==> src/pkg/ddi_pkg.sv <==
// Package: constants and types for the digital input decoder
package ddi_pkg;

  // ****************************************************************
  // Register map (byte addresses, one word each)
  // ****************************************************************
  localparam logic [7:0] ADDR_INPUT_A = 8'h00;
  localparam logic [7:0] ADDR_INPUT_B = 8'h04;
  localparam logic [7:0] ADDR_INPUT_C = 8'h08;
  localparam logic [7:0] ADDR_INPUT_D = 8'h0c;
  localparam logic [7:0] ADDR_INPUT_E = 8'h10;
  localparam logic [7:0] ADDR_CONFIG = 8'h14;
  localparam logic [7:0] ADDR_STATUS = 8'h18;
  localparam logic [7:0] ADDR_HELD_REF = 8'h1c;
  localparam logic [7:0] ADDR_HELD_OUT = 8'h20;

  // Config register fields
  localparam int CFG_PULSE_OUT_BIT = 0;
  localparam int CFG_CLOSED_LOOP_BIT = 1;
  localparam int CFG_BRAKE_TIME_NZ_BIT = 2;
  localparam int CFG_BRAKE_VOLT_NZ_BIT = 3;

  // ****************************************************************
  // Reset values of function selectors and config register
  // ****************************************************************
  localparam logic [5:0] RST_INPUT_A = 6'h07;
  localparam logic [5:0] RST_INPUT_B = 6'h09;
  localparam logic [5:0] RST_INPUT_C = 6'h03;
  localparam logic [5:0] RST_INPUT_D = 6'h0d;
  localparam logic [5:0] RST_INPUT_E = 6'h00;
  localparam logic [3:0] RST_CONFIG = 4'h0;

  // ****************************************************************
  // Function codes
  // ****************************************************************
  localparam logic [5:0] FN_NONE = 6'h00;
  localparam logic [5:0] FN_CLEAR = 6'h01;
  localparam logic [5:0] FN_FREEWHEEL_N = 6'h02;
  localparam logic [5:0] FN_CLEAR_AND_FREEWHEEL_N = 6'h03;
  localparam logic [5:0] FN_FAST_HALT_N = 6'h04;
  localparam logic [5:0] FN_DIRECT_CURRENT_HALT_N = 6'h05;
  localparam logic [5:0] FN_RAMP_HALT_N = 6'h06;
  localparam logic [5:0] FN_RUN = 6'h07;
  localparam logic [5:0] FN_PULSE_RUN = 6'h08;
  localparam logic [5:0] FN_REVERSE = 6'h09;
  localparam logic [5:0] FN_RUN_REVERSE = 6'h0a;
  localparam logic [5:0] FN_RUN_CW = 6'h0b;
  localparam logic [5:0] FN_RUN_CCW = 6'h0c;
  localparam logic [5:0] FN_INCHING = 6'h0d;
  localparam logic [5:0] FN_HOLD_REF = 6'h0e;
  localparam logic [5:0] FN_HOLD_OUT = 6'h0f;
  localparam logic [5:0] FN_SPEED_INC = 6'h10;
  localparam logic [5:0] FN_SPEED_DEC = 6'h11;
  localparam logic [5:0] FN_TRIM_UP = 6'h13;
  localparam logic [5:0] FN_TRIM_DOWN = 6'h14;
  localparam logic [5:0] FN_RAMP_SEL = 6'h15;
  localparam logic [5:0] FN_PRESET_LO = 6'h16;
  localparam logic [5:0] FN_PRESET_HI = 6'h17;
  localparam logic [5:0] FN_PRESET_ON = 6'h18;
  localparam logic [5:0] FN_ACCURATE_HALT_N = 6'h1a;
  localparam logic [5:0] FN_ACCURATE_RUN = 6'h1b;
  localparam logic [5:0] FN_PULSE_REF = 6'h1c;
  localparam logic [5:0] FN_PULSE_FB = 6'h1d;
  localparam logic [5:0] FN_PULSE_CNT = 6'h1e;
  localparam logic [5:0] FN_SETUP_LO = 6'h1f;
  localparam logic [5:0] FN_SETUP_HI = 6'h20;
  localparam logic [5:0] FN_CLEAR_AND_RUN = 6'h21;
  localparam logic [5:0] FN_ENC_REF = 6'h22;
  localparam logic [5:0] FN_ENC_FB = 6'h23;
  localparam logic [5:0] FN_ENC_CNT = 6'h24;

  // ****************************************************************
  // Timing
  // ****************************************************************
  localparam int CLK_MHZ = 125;
  localparam int PULSE_MIN_MS = 14;
  localparam int PULSE_MIN_CYC = PULSE_MIN_MS * 1000 * CLK_MHZ;
  localparam int CNT_W = 21;
  localparam int HELD_W = 16;

  // ****************************************************************
  // Carriers
  // ****************************************************************
  typedef enum logic [1:0] {
    DDI_RAMP_FIRST = 2'b01,
    DDI_RAMP_SECOND = 2'b10
  } ddi_ramp_t;

  typedef struct packed {
    logic run;
    logic reverse;
    logic output_off;
    logic fast_halt;
    logic dc_brake;
    logic ramp_halt;
    logic inching;
    logic cw_only;
    logic ccw_only;
    logic hold_ref;
    logic hold_out;
    logic trim_up;
    logic trim_down;
    logic ramp_second;
    logic preset_on;
    logic [1:0] preset_idx;
    logic [1:0] setup_idx;
    logic accurate_run;
  } ddi_cmd_t;

endpackage

==> src/ddi_decoder.sv <==
// Digital command input decoder with AXI4-Lite function selectors
//
// Overview of operation
// [RULE1] Each of five inputs has a selector; codes 0..36, 18 and 25 unused.
// [RULE2] Encoder codes 34..36 only on inputs D and E, same behaviour.
// [RULE3] Input D refuses pulse codes 28, 29 while pulse output configured.
// [RULE4] Code 0 input has no effect at all.
// [RULE5] Clear code clears alarm on rising edge; lock alarms stay set.
// [RULE6] Freewheel-low switches output stage off immediately.
// [RULE7] Clear-and-freewheel coasts while low, clears on falling edge.
// [RULE8] Fast-halt low ramps down with fast-stop ramp.
// [RULE9] DC brake low brakes only if brake time and voltage nonzero.
// [RULE10] Ramp-halt low decelerates on the selected ramp.
// [RULE11] Level run: high runs, low stops.
// [RULE12] Pulse run needs 14 ms high; latches until a stop.
// [RULE13] Reverse flips direction, never starts, ignored in closed loop.
// [RULE14] Run-reverse starts and reverses together; ignored in closed loop.
// [RULE15] Clockwise-only and anticlockwise-only runs restrict direction.
// [RULE16] Inching forces inching speed, blocked by freewheel, fast or DC halt.
// [RULE17] Reference hold latches reference; kept across stop and power loss.
// [RULE18] Output hold latches output frequency; trim via inc/dec only.
// [RULE19] Inc/dec pulse of 14 ms high, 14 ms low changes held value one step.
// [RULE20] Two preset-select bits form index high/low into four presets.
// [RULE21] Ramp select low picks first ramp pair, high the second.
// [RULE22] Trim up/down by percentage; down wins when both active.
// [RULE23] All inputs synchronised before decoding and edge detection.
// [RULE24] Any stop command overrides any run command.
`timescale 1ns/100ps

module ddi_decoder (
  // Clock and reset
  input wire logic ref_clk,
  input wire logic rstn,
  // AXI4-Lite slave
  input wire logic [7:0] s_axi_awaddr,
  input wire logic s_axi_awvalid,
  output logic s_axi_awready,
  input wire logic [31:0] s_axi_wdata,
  input wire logic [3:0] s_axi_wstrb,
  input wire logic s_axi_wvalid,
  output logic s_axi_wready,
  output logic [1:0] s_axi_bresp,
  output logic s_axi_bvalid,
  input wire logic s_axi_bready,
  input wire logic [7:0] s_axi_araddr,
  input wire logic s_axi_arvalid,
  output logic s_axi_arready,
  output logic [31:0] s_axi_rdata,
  output logic [1:0] s_axi_rresp,
  output logic s_axi_rvalid,
  input wire logic s_axi_rready,
  // Command terminals (asynchronous pins)
  input wire logic [4:0] term_in,
  // Alarm status from converter
  input wire logic alarm_active,
  input wire logic alarm_locked,
  // Decoded commands
  output ddi_pkg::ddi_cmd_t cmd,
  output logic alarm_clear,
  output logic [15:0] held_ref,
  output logic [15:0] held_out,
  output logic [4:0] pulse_term_en,
  output logic [4:0] encoder_term_en
);

  // ****************************************************************
  // Registers
  // ****************************************************************
  logic [5:0] fsel [5];
  logic [3:0] cfg;
  logic aw_hold, w_hold;
  logic [7:0] aw_addr;
  logic [31:0] w_data;
  logic [3:0] w_strb;
  logic [4:0] sync1, sync2, last;

  // Legal code check per terminal
  function automatic logic code_ok(input int t, input logic [5:0] c, input logic pulse_out);
    logic ok;
    ok = (c <= ddi_pkg::FN_ENC_CNT) && (c != 6'h12) && (c != 6'h19); // [RULE1]
    if ((c == ddi_pkg::FN_ACCURATE_HALT_N || c == ddi_pkg::FN_ACCURATE_RUN) && t > 1)
      ok = 1'b0;
    if ((c == ddi_pkg::FN_PULSE_REF || c == ddi_pkg::FN_PULSE_FB) && t < 3)
      ok = 1'b0;
    if ((c == ddi_pkg::FN_PULSE_REF || c == ddi_pkg::FN_PULSE_FB) && t == 3 && pulse_out)
      ok = 1'b0; // [RULE3]
    if (c == ddi_pkg::FN_PULSE_CNT && t != 4)
      ok = 1'b0;
    if (c >= ddi_pkg::FN_ENC_REF && t < 3)
      ok = 1'b0; // [RULE2]
    return ok;
  endfunction

  // ****************************************************************
  // AXI4-Lite write
  // ****************************************************************
  assign s_axi_awready = !aw_hold && !s_axi_bvalid;
  assign s_axi_wready = !w_hold && !s_axi_bvalid;
  assign s_axi_bresp = 2'b00;

  always_ff @(posedge ref_clk or negedge rstn) begin
    if (!rstn) begin
      aw_hold <= 1'b0;
      w_hold <= 1'b0;
      aw_addr <= 8'h00;
      w_data <= 32'h0;
      w_strb <= 4'h0;
      s_axi_bvalid <= 1'b0;
    end else begin
      if (s_axi_awvalid && s_axi_awready) begin
        aw_hold <= 1'b1;
        aw_addr <= s_axi_awaddr;
      end
      if (s_axi_wvalid && s_axi_wready) begin
        w_hold <= 1'b1;
        w_data <= s_axi_wdata;
        w_strb <= s_axi_wstrb;
      end
      if (aw_hold && w_hold) begin
        aw_hold <= 1'b0;
        w_hold <= 1'b0;
        s_axi_bvalid <= 1'b1;
      end else if (s_axi_bvalid && s_axi_bready) begin
        s_axi_bvalid <= 1'b0;
      end
    end
  end

  // Illegal codes are dropped so the selector keeps its old function
  always_ff @(posedge ref_clk or negedge rstn) begin
    if (!rstn) begin
      fsel[0] <= ddi_pkg::RST_INPUT_A;
      fsel[1] <= ddi_pkg::RST_INPUT_B;
      fsel[2] <= ddi_pkg::RST_INPUT_C;
      fsel[3] <= ddi_pkg::RST_INPUT_D;
      fsel[4] <= ddi_pkg::RST_INPUT_E;
      cfg <= ddi_pkg::RST_CONFIG;
    end else if (aw_hold && w_hold && w_strb[0]) begin
      for (int t = 0; t < 5; t++) begin
        if (aw_addr == 8'(t * 4) && code_ok(t, w_data[5:0], cfg[ddi_pkg::CFG_PULSE_OUT_BIT]))
          fsel[t] <= w_data[5:0]; // [RULE1]
      end
      if (aw_addr == ddi_pkg::ADDR_CONFIG) begin
        cfg <= w_data[3:0];
      end
    end
  end

  // ****************************************************************
  // AXI4-Lite read
  // ****************************************************************
  assign s_axi_arready = !s_axi_rvalid;

  always_ff @(posedge ref_clk or negedge rstn) begin
    if (!rstn) begin
      s_axi_rvalid <= 1'b0;
      s_axi_rdata <= 32'h0;
      s_axi_rresp <= 2'b00;
    end else if (s_axi_arvalid && s_axi_arready) begin
      s_axi_rvalid <= 1'b1;
      s_axi_rresp <= 2'b00;
      unique case (s_axi_araddr)
        ddi_pkg::ADDR_INPUT_A: s_axi_rdata <= {26'h0, fsel[0]};
        ddi_pkg::ADDR_INPUT_B: s_axi_rdata <= {26'h0, fsel[1]};
        ddi_pkg::ADDR_INPUT_C: s_axi_rdata <= {26'h0, fsel[2]};
        ddi_pkg::ADDR_INPUT_D: s_axi_rdata <= {26'h0, fsel[3]};
        ddi_pkg::ADDR_INPUT_E: s_axi_rdata <= {26'h0, fsel[4]};
        ddi_pkg::ADDR_CONFIG: s_axi_rdata <= {28'h0, cfg};
        ddi_pkg::ADDR_STATUS: s_axi_rdata <= {27'h0, sync2};
        ddi_pkg::ADDR_HELD_REF: s_axi_rdata <= {16'h0, held_ref};
        ddi_pkg::ADDR_HELD_OUT: s_axi_rdata <= {16'h0, held_out};
        default: begin
          s_axi_rdata <= 32'h0;
          s_axi_rresp <= 2'b10;
        end
      endcase
    end else if (s_axi_rready) begin
      s_axi_rvalid <= 1'b0;
    end
  end

  // ****************************************************************
  // Input synchroniser and edges
  // ****************************************************************

  always_ff @(posedge ref_clk or negedge rstn) begin
    if (!rstn) begin
      sync1 <= 5'h1f;
      sync2 <= 5'h1f;
      last <= 5'h1f;
    end else begin
      sync1 <= term_in; // [RULE23]
      sync2 <= sync1;
      last <= sync2;
    end
  end

  // ****************************************************************
  // Per-terminal decode
  // ****************************************************************
  // Each function gathers its terminals into one bit vector
  logic [4:0] f_lvl [37];
  logic [4:0] f_rise [37];
  logic [4:0] f_fall [37];

  for (genvar t = 0; t < 5; t++) begin : g_term
    for (genvar c = 0; c < 37; c++) begin : g_code
      // Code 0 maps to nothing read anywhere [RULE4]
      assign f_lvl[c][t] = (fsel[t] == 6'(c)) && sync2[t];
      assign f_rise[c][t] = (fsel[t] == 6'(c)) && sync2[t] && !last[t];
      assign f_fall[c][t] = (fsel[t] == 6'(c)) && !sync2[t] && last[t];
    end
    assign pulse_term_en[t] = fsel[t] == ddi_pkg::FN_PULSE_REF || fsel[t] == ddi_pkg::FN_PULSE_FB
      || fsel[t] == ddi_pkg::FN_PULSE_CNT;
    assign encoder_term_en[t] = fsel[t] >= ddi_pkg::FN_ENC_REF; // [RULE2]
  end

  // Low-active functions: assigned and low
  // Selectors and levels passed in so each assign re-evaluates when they change
  function automatic logic any_low(input logic [5:0] c, input logic [5:0] sel [5], input logic [4:0] lvl);
    logic r;
    r = 1'b0;
    for (int t = 0; t < 5; t++) r = r | (sel[t] == c && !lvl[t]);
    return r;
  endfunction

  logic closed_loop, freewheel, fast_halt, dc_brake, ramp_halt, any_halt;
  assign closed_loop = cfg[ddi_pkg::CFG_CLOSED_LOOP_BIT];
  assign freewheel = any_low(ddi_pkg::FN_FREEWHEEL_N, fsel, sync2)
    || any_low(ddi_pkg::FN_CLEAR_AND_FREEWHEEL_N, fsel, sync2); // [RULE6] [RULE7]
  assign fast_halt = any_low(ddi_pkg::FN_FAST_HALT_N, fsel, sync2); // [RULE8]
  assign dc_brake = any_low(ddi_pkg::FN_DIRECT_CURRENT_HALT_N, fsel, sync2)
    && cfg[ddi_pkg::CFG_BRAKE_TIME_NZ_BIT] && cfg[ddi_pkg::CFG_BRAKE_VOLT_NZ_BIT]; // [RULE9]
  assign ramp_halt = any_low(ddi_pkg::FN_RAMP_HALT_N, fsel, sync2)
    || any_low(ddi_pkg::FN_ACCURATE_HALT_N, fsel, sync2); // [RULE10]
  assign any_halt = freewheel || fast_halt || dc_brake || ramp_halt;

  // ****************************************************************
  // Pulse run latch, 14 ms qualified
  // ****************************************************************
  logic [ddi_pkg::CNT_W-1:0] prun_cnt;
  logic prun_latched;

  always_ff @(posedge ref_clk or negedge rstn) begin
    if (!rstn) begin
      prun_cnt <= '0;
      prun_latched <= 1'b0;
    end else begin
      if (|f_lvl[ddi_pkg::FN_PULSE_RUN] || |f_lvl[ddi_pkg::FN_CLEAR_AND_RUN]) begin
        if (prun_cnt != ddi_pkg::CNT_W'(ddi_pkg::PULSE_MIN_CYC))
          prun_cnt <= prun_cnt + 1'b1;
      end else begin
        prun_cnt <= '0;
      end
      if (any_halt)
        prun_latched <= 1'b0; // [RULE12] [RULE24]
      else if (prun_cnt == ddi_pkg::CNT_W'(ddi_pkg::PULSE_MIN_CYC - 1))
        prun_latched <= 1'b1; // [RULE12]
    end
  end

  // ****************************************************************
  // Alarm clear
  // ****************************************************************
  always_ff @(posedge ref_clk or negedge rstn) begin
    if (!rstn) begin
      alarm_clear <= 1'b0;
    end else begin
      // Lock alarms only go with a power cycle
      alarm_clear <= alarm_active && !alarm_locked
        && (|f_rise[ddi_pkg::FN_CLEAR] || |f_fall[ddi_pkg::FN_CLEAR_AND_FREEWHEEL_N]
        || |f_rise[ddi_pkg::FN_CLEAR_AND_RUN]); // [RULE5] [RULE7]
    end
  end

  // ****************************************************************
  // Speed increment/decrement, 14 ms high and low qualified
  // ****************************************************************
  logic inc_lvl, dec_lvl;
  logic [ddi_pkg::CNT_W-1:0] hi_cnt, lo_cnt;
  logic step_armed, step;
  assign inc_lvl = |f_lvl[ddi_pkg::FN_SPEED_INC];
  assign dec_lvl = |f_lvl[ddi_pkg::FN_SPEED_DEC];

  always_ff @(posedge ref_clk or negedge rstn) begin
    if (!rstn) begin
      hi_cnt <= '0;
      lo_cnt <= '0;
      step_armed <= 1'b1;
      step <= 1'b0;
    end else begin
      step <= 1'b0;
      if (inc_lvl || dec_lvl) begin
        lo_cnt <= '0;
        if (hi_cnt != ddi_pkg::CNT_W'(ddi_pkg::PULSE_MIN_CYC))
          hi_cnt <= hi_cnt + 1'b1;
        if (step_armed && hi_cnt == ddi_pkg::CNT_W'(ddi_pkg::PULSE_MIN_CYC - 1)) begin
          step <= 1'b1; // [RULE19]
          step_armed <= 1'b0;
        end
      end else begin
        hi_cnt <= '0;
        if (lo_cnt != ddi_pkg::CNT_W'(ddi_pkg::PULSE_MIN_CYC))
          lo_cnt <= lo_cnt + 1'b1;
        if (lo_cnt == ddi_pkg::CNT_W'(ddi_pkg::PULSE_MIN_CYC - 1))
          step_armed <= 1'b1; // [RULE19]
      end
    end
  end

  // Held values count in 0.1 % or 0.1 Hz units; decrement wins
  logic hold_ref, hold_out;
  assign hold_ref = |f_lvl[ddi_pkg::FN_HOLD_REF];
  assign hold_out = |f_lvl[ddi_pkg::FN_HOLD_OUT];

  // No asynchronous reset: the held reference survives power loss
  always_ff @(posedge ref_clk) begin
    if (step && hold_ref) begin
      if (dec_lvl)
        held_ref <= held_ref - 16'h0001; // [RULE17] [RULE19]
      else
        held_ref <= held_ref + 16'h0001;
    end
  end

  always_ff @(posedge ref_clk or negedge rstn) begin
    if (!rstn) begin
      held_out <= 16'h0000;
    end else if (step && hold_out) begin
      if (dec_lvl)
        held_out <= held_out - 16'h0001; // [RULE18] [RULE19]
      else
        held_out <= held_out + 16'h0001;
    end
  end

  // ****************************************************************
  // Command outputs
  // ****************************************************************
  ddi_pkg::ddi_cmd_t next_cmd;

  always_comb begin
    logic runrev;
    runrev = |f_lvl[ddi_pkg::FN_RUN_REVERSE] && !closed_loop; // [RULE14]
    next_cmd = '0;
    next_cmd.output_off = freewheel;
    next_cmd.fast_halt = fast_halt;
    next_cmd.dc_brake = dc_brake;
    next_cmd.ramp_halt = ramp_halt;
    next_cmd.cw_only = |f_lvl[ddi_pkg::FN_RUN_CW];
    next_cmd.ccw_only = |f_lvl[ddi_pkg::FN_RUN_CCW]; // [RULE15]
    next_cmd.run = !any_halt && (|f_lvl[ddi_pkg::FN_RUN] || prun_latched || runrev
      || next_cmd.cw_only || next_cmd.ccw_only || |f_lvl[ddi_pkg::FN_ACCURATE_RUN]); // [RULE11] [RULE24]
    next_cmd.reverse = (!closed_loop && |f_lvl[ddi_pkg::FN_REVERSE]) || runrev
      || next_cmd.ccw_only; // [RULE13]
    next_cmd.inching = |f_lvl[ddi_pkg::FN_INCHING] && !freewheel && !fast_halt && !dc_brake; // [RULE16]
    next_cmd.hold_ref = hold_ref;
    next_cmd.hold_out = hold_out;
    next_cmd.trim_down = |f_lvl[ddi_pkg::FN_TRIM_DOWN];
    next_cmd.trim_up = |f_lvl[ddi_pkg::FN_TRIM_UP] && !next_cmd.trim_down; // [RULE22]
    next_cmd.ramp_second = |f_lvl[ddi_pkg::FN_RAMP_SEL]; // [RULE21]
    next_cmd.preset_on = |f_lvl[ddi_pkg::FN_PRESET_ON];
    next_cmd.preset_idx = {|f_lvl[ddi_pkg::FN_PRESET_HI], |f_lvl[ddi_pkg::FN_PRESET_LO]}; // [RULE20]
    next_cmd.setup_idx = {|f_lvl[ddi_pkg::FN_SETUP_HI], |f_lvl[ddi_pkg::FN_SETUP_LO]};
    next_cmd.accurate_run = |f_lvl[ddi_pkg::FN_ACCURATE_RUN];
  end

  always_ff @(posedge ref_clk or negedge rstn) begin
    if (!rstn)
      cmd <= '0;
    else
      cmd <= next_cmd;
  end

endmodule

==> config.mk <==
export PLATFORM = sky130hd
export DESIGN_NAME = ddi_decoder
export DESIGN_NICKNAME = d
export VERILOG_FILES = /design/src/pkg/ddi_pkg.sv /design/src/ddi_decoder.sv
export SDC_FILE = /design/constraint.sdc
export NUM_CORES = 1
export LEC_CHECK = 0
export BUFFER_PORTS_ARGS = -buffer_cell sky130_fd_sc_hd__buf_2
export CORE_MARGIN = 10
export CORE_UTILIZATION = 58
export CTS_CLUSTER_SIZE = 10
export DETAILED_ROUTE_END_ITERATION = 6
export PLACE_DENSITY = 0.92
export SLEW_MARGIN = 15
export SYNTH_ARGS = -nofsm -noshare
export SYNTH_HDL_FRONTEND = slang
export SYNTH_SLANG_ARGS = --single-unit
==> constraint.sdc <==
create_clock -name ref_clk -period 3.7 [get_ports ref_clk]
set_input_delay 0.925 -clock ref_clk [delete_from_list [all_inputs] [get_ports ref_clk]]
set_output_delay 0.925 -clock ref_clk [all_outputs]
set_load 0.02 [all_outputs]
==> run metrics, run 1 <==
status=completed; DPL Wire Length=around 26 mm; pwr/cell area=between 400 and 500 mW/mm^2; DRC viols=0; Int Power=between 4 and 5 mW; register area share after synthesis=43.5%; Reg power frac=a little under half; crit-path max FO=34; Critical Path End Type=register; Leak=around 5.9 nW; largest net degree at the start of global routing=between 70 and 80; RSZ-0062 raised after global routing=true; vias post-DR=10,700; port buffer count=around 120; Synth Flop Type=dfrtp_1; Slew @ Worst Pin=~0.9 ns; Comb power frac=15.9%; DRT antenna net count=0; Pre-antenna DRT Iters=6; die area=roughly 0.027 mm^2; DRT iter0 DRCs=between 1,000 and 1,500; Hold Path Class=register to register; Avg Inst Size Synth=approximately 9.4 um^2; R2R setup slack=roughly 0.18 ns; min Tclk post-route=between 3 and 4 ns; Setup TNS=0 ns; CTS tree=done; Starting Density=59.1%; fin nets=between 1,500 and 2,000; core area=between 0.02 and 0.025 mm^2; most common cell after layout, fill and taps aside=dfrtp_1; placed instance area=0.0130 mm^2; Switch Pwr=1.73 mW; WP data arrival=3.90 ns; first-pass GRT wire length=between 50 and 60 mm; clock buffer depth=3; grt ovf=0; CP Launch Type=register; clock latency on the worst-skew pair=0.53 ns; Area Overhead vs Synth=14.1%; die width=approximately 160 um; worst-path cell chain=nand2b_1, o32ai_1, or4_4, buf_12, ha_1, nand4_1, nor4_2, nor2_1, o2111ai_1, xnor2_1, o21ai_1; post-route clock period utilization=about 95%; Slew Viols, Final=0; slew margin rel.=about two fifths; clock slew at reported path FFs=approximately 0.060 ns; Switching Share=30.0%; Final GP Congestion=1.02; CP Buf/Inv Count=1; Final Hold Vio Count=0; routed vias/inst=6.33; H-tree Lvls=1; initial antenna violation count=2; worst path required time=4.08 ns; Die Height=between 150 and 200 um; final clock skew=0.0227 ns; fmax=0.284 GHz; final WL=36.3 mm; Setup violations, final=0; Core Rows=between 50 and 60; crit-path max cell delay=approximately 0.54 ns; TritonCTS buffer count=24; Mapped Area=about 0.012 mm^2; clock network fraction of total power=roughly 37%; EDFF count, synth=16; most frequent cells in the layout=162 x dfrtp_1, 142 x nor2_1, 120 x buf_2; cells after synthesis=around 1,300; Fillers=1,595; synth unique cells=80; IO Pins=170; Sink Count=between 200 and 250; delay-heaviest family, CP=simple AND/OR/NAND/NOR gates; gr usage total=26.6%; critical path's slowest cell=or4_4; post-synthesis register bit count=204; max cap viols=0; share of layout cells above drive strength 1=around a fifth; share of the synthesized area in the top cell type=33.8%; WL per Instance=21.5 um; asr flop ratio synth=slightly above 90%; crit path kind=register to register; Peak VDD IR=about 400 uV; clk root buf=clkbuf_16; number of global-route vias before repair=between 10,000 and 15,000; Syn. warnings=0; top area cells in the synthesized netlist=dfrtp_1 34%, dfstp_2 5.7%, nor2_1 4.4%, mux2_2 4.1%, edfxtp_1 4.0%; Design Area, Final=between 0.01 and 0.015 mm^2; leading area contributor after synthesis=dfrtp_1
[metal layers]
layer  routed length (um)  GRT usage [%]
met3                 3620           5.11
met2                17000           43.2
met4                 1410           8.94
met5                    0              0
met1                14300           34.9
[power by group through the flow]
stage | combinational (mW) | sequential, mW | clock (mW)
2_1_floorplan | 0.677 | 2.63 | 0
4_1_cts | 0.902 | 2.71 | 2.16
6_report | 0.915 | 2.72 | 2.14
3_3_place_gp | 0.860 | 2.73 | 0
5_1_grt | 1.01 | 2.75 | 2.26
3_5_place_dp | 0.894 | 2.75 | 0
[cell usage after synthesis (all sizes together) (16+ instances only)]
| master | n |
|---|---|
| xor2 | 37 |
| ha | 36 |
| a22oi | 26 |
| o21ai | 60 |
| dfstp | 26 |
| mux2 | 44 |
| a21oi | 41 |
| clkbuf | 39 |
| inv | 39 |
| o22ai | 16 |
| nor3 | 38 |
| nand4 | 29 |
| a31oi | 16 |
| nand2 | 111 |
| edfxtp | 16 |
| nor2 | 142 |
| buf | 42 |
| dfrtp | 162 |
| nand3 | 53 |
| xnor2 | 38 |
| nand2b | 19 |
| nor4 | 19 |
[registers in the layout (all words and copies together) (netlist names), 4 cells and up]
signal       flops
held_ref        16
prun_cnt        21
hi_cnt          21
aw_addr          8
fsel            30
sync1            5
cfg              4
sync2            5
w_data           6
last             5
s_axi_rdata     16
held_out        16
lo_cnt          21
cmd             20
[final cells by class]
cell class / count / area (um^2) / share of cell area [%]
diodes: 2 / 5.00 / 0.0365
clock buffers: 39 / 677 / 4.94
clock inverters: 1 / 16.3 / 0.119
inverters: 39 / 149 / 1.09
multi-input cells: 971 / 6320 / 46.2
flip-flops and latches: 204 / 5220 / 38.1
well taps: 270 / 338 / 2.47
repair buffers: 163 / 967 / 7.06
[metrics by stage]
step           total power, mW  hold WS [ns]  instances  util [%]  worst slack [ns]
6_report                  5.77         0.354       1689      67.5             0.185
5_1_grt                   6.02         0.357       1689      67.5           -0.0321
3_3_place_gp              3.59         0.346       1646      63.8             0.231
2_1_floorplan             3.30         0.345       1295         -             0.337
3_5_place_dp              3.64         0.347       1646      63.8             0.108
4_1_cts                   5.77         0.354       1686      67.2            0.0570
[cells by family (layout without fill, tap and decap cells)]
group	Yosys count	in the layout	synth area share [%]
AND/OR/NAND/NOR	525	525	22.4
AO/OA/AOI/OAI	254	254	14.2
flip-flops	204	204	43.5
buffers and inverters	120	242	4.68
XOR/XNOR	75	75	5.48
multiplexers	60	60	5.57
adder cells (fa/ha/maj)	38	38	4.09
other	1	21	0.0313
[what timing repair did]
action,in CTS,in global routing
hold buffers,0,0
setup buffers,0,1
gates resized for setup,0,8
endpoints found under the setup margin,0,6
[final timing paths]
check	start	cells past startpoint	endpoint
setup / recovery	fsel[13]	11	held_out[13]
hold / removal	sync1[0]	0	sync2[0]
setup reg to reg	fsel[13]	11	held_out[13]
hold reg to reg	sync1[0]	0	sync2[0]
max in group asynchronous	rstn	2	fsel[13]
min in group asynchronous	rstn	1	prun_cnt[20]
(Power assumes the default switching activity.)
==> run 2, diff against run 1 <==
CORE_UTILIZATION = 60   (was 58)
CTS_BUF_LIST = sky130_fd_sc_hd__clkbuf_4 sky130_fd_sc_hd__clkbuf_8   (was default)
PLACE_DENSITY = 0.94   (was 0.92)
==> run metrics, run 2 (same netlist as run 1, synthesis figures left out) <==
final clock skew=0.0287 ns (+0.00595 ns); first-pass GRT wire length=59.5 mm (+3.6%); Peak VDD IR=464 uV (+15%); Post-Place Worst Slack=0.204 ns (+0.0965 ns); status=completed; fmax=0.273 GHz (-3.9%); min Tclk post-route=3.66 ns (+0.143 ns); max cap viols=0 (unchanged); number of global-route vias before repair=10,800 (+2.7%); Die Height=161 um (-1.5%); Starting Density=61.2% (+2.1 points); fin nets=1,528 (+1.4%); crit-path max FO=34 (unchanged); gr usage total=28.2% (+1.6 points); H-tree Lvls=2 (+1); worst path required time=3.96 ns (-0.12 ns); placed instance area=0.0130 mm^2 (+0.36%); Hold Path Class=register to register; most common cell after layout, fill and taps aside=dfrtp_1; Pre-antenna DRT Iters=5 (-1); Slew @ Worst Pin=0.785 ns (-0.117 ns); Critical Path End Type=register; routed vias/inst=6.34 (+0.29%); Area Overhead vs Synth=15.0%; slew margin rel.=47.6% (+7.9 points); DPL Wire Length=27.3 mm (+3.4%); most frequent cells in the layout=162 x dfrtp_1, 142 x nor2_1, 120 x buf_2; initial antenna violation count=4 (+2); WL per Instance=21.9 um (+1.6%); IO Pins=170 (unchanged); post-route clock period utilization=98.9% (+3.9 points); vias post-DR=10,900 (+2.2%); Leak=5.97 nW (+2.0%); port buffer count=121 (unchanged); core area=0.0196 mm^2 (-3.5%); Slew Viols, Final=0 (unchanged); TritonCTS buffer count=36 (+50%); Final GP Congestion=1.08 (+6.3%); Worst Slack Setup Final=0.0419 ns (-0.143 ns); die area=0.0261 mm^2 (-2.9%); grt ovf=0 (unchanged); Final Hold Vio Count=0 (unchanged); die width=161 um (-1.5%); WP data arrival=3.92 ns (+0.02 ns); Sink Count=204 (unchanged); Setup violations, final=0 (unchanged); share of layout cells above drive strength 1=23.1% (+2.5 points); DRC viols=0 (unchanged); crit path kind=register to register; Design Area, Final=0.0138 mm^2 (+0.76%); max reg flops=30 (unchanged); largest net degree at the start of global routing=70 (-7.9%); CP Launch Type=register; pwr/cell area=420 mW/mm^2 (-0.48%); CTS Hold Bufs=0 (unchanged); Core Rows=51 (-1.9%); DRT iter0 DRCs=1,281 (+2.7%); final WL=37.6 mm (+3.6%); WHS=0.351 ns (-0.00284 ns); CTS tree=done; clk root buf=clkbuf_8; clock latency on the worst-skew pair=0.54 ns (about the same); DRT antenna net count=0 (unchanged); Setup TNS=0 ns (unchanged); Largest Register=fsel; clock slew at reported path FFs=0.06 ns (about the same); clock buffer depth=3 (unchanged)
[run 2: changes by cell type in the layout (fill, tap and decap cells not counted), sizes merged]
cell / change
buf: +9
inv: +2
clkinvlp: +2
diode: +3
clkinv: +4
clkbuf: +17
[run 2: final cells by class]
| type | instances | area (um^2) |
|---|---|---|
| timing repair buffer | 172 | 1030 |
| multi-input combinational | 971 | 6300 |
| clock buffer | 56 | 689 |
| clock inverter | 9 | 60.1 |
| fill | 1459 | 5790 |
| tap | 265 | 332 |
| antenna | 5 | 12.5 |
| sequential | 204 | 5220 |
| inverter | 39 | 149 |
[run 2: what timing repair did]
action / in CTS / in global routing
setup buffers: 0 / 3
setup endpoints to repair: 0 / 5
gates resized for setup: 0 / 2
[run 2: final timing paths]
check	start	slack, ns	end	depth (start not counted)
max in group asynchronous	rstn	2.51	sync1[3]	2
min reg2reg	sync1[2]	0.35	sync2[2]	0
min	sync1[2]	0.35	sync2[2]	0
min in group asynchronous	rstn	0.40	prun_cnt[6]	1
max	fsel[13]	0.04	held_ref[11]	11
max reg2reg	fsel[13]	0.04	held_ref[11]	11
[run 2: worst max-delay path: stages, from the launching register on]
cell and delay (ns):
dfstp_2 0.52, nand2b_1 0.19, o32ai_1 0.11, or4_1 0.56
buf_12 0.21, ha_1 0.36, a21oi_1 0.26, a21boi_0 0.18
a21boi_0 0.20, o311a_1 0.38, o211ai_1 0.22, o311ai_1 0.16
[run 2: per-stage QoR]
step | cells | utilization (%) | power, mW
4_1_cts | 1713 | 70.2 | 5.80
3_5_place_dp | 1648 | 66.4 | 3.65
2_1_floorplan | 1295 | - | 3.30
6_report | 1721 | 70.4 | 5.79
3_3_place_gp | 1648 | 66.4 | 3.61
5_1_grt | 1720 | 70.4 | 6.05
[run 2: routing by layer]
layer | global-route usage (%) | share of wire (%)
met1 | 36.8 | 41
met5 | 0 | 0
met4 | 12.2 | 4.3
met3 | 6.33 | 9.1
met2 | 44.1 | 46
[run 2: report_power, final]
part	internal [mW]	total, mW	switching [mW]
clock network	1.20	2.14	0.944
registers	2.44	2.72	0.279
logic	0.360	0.922	0.563
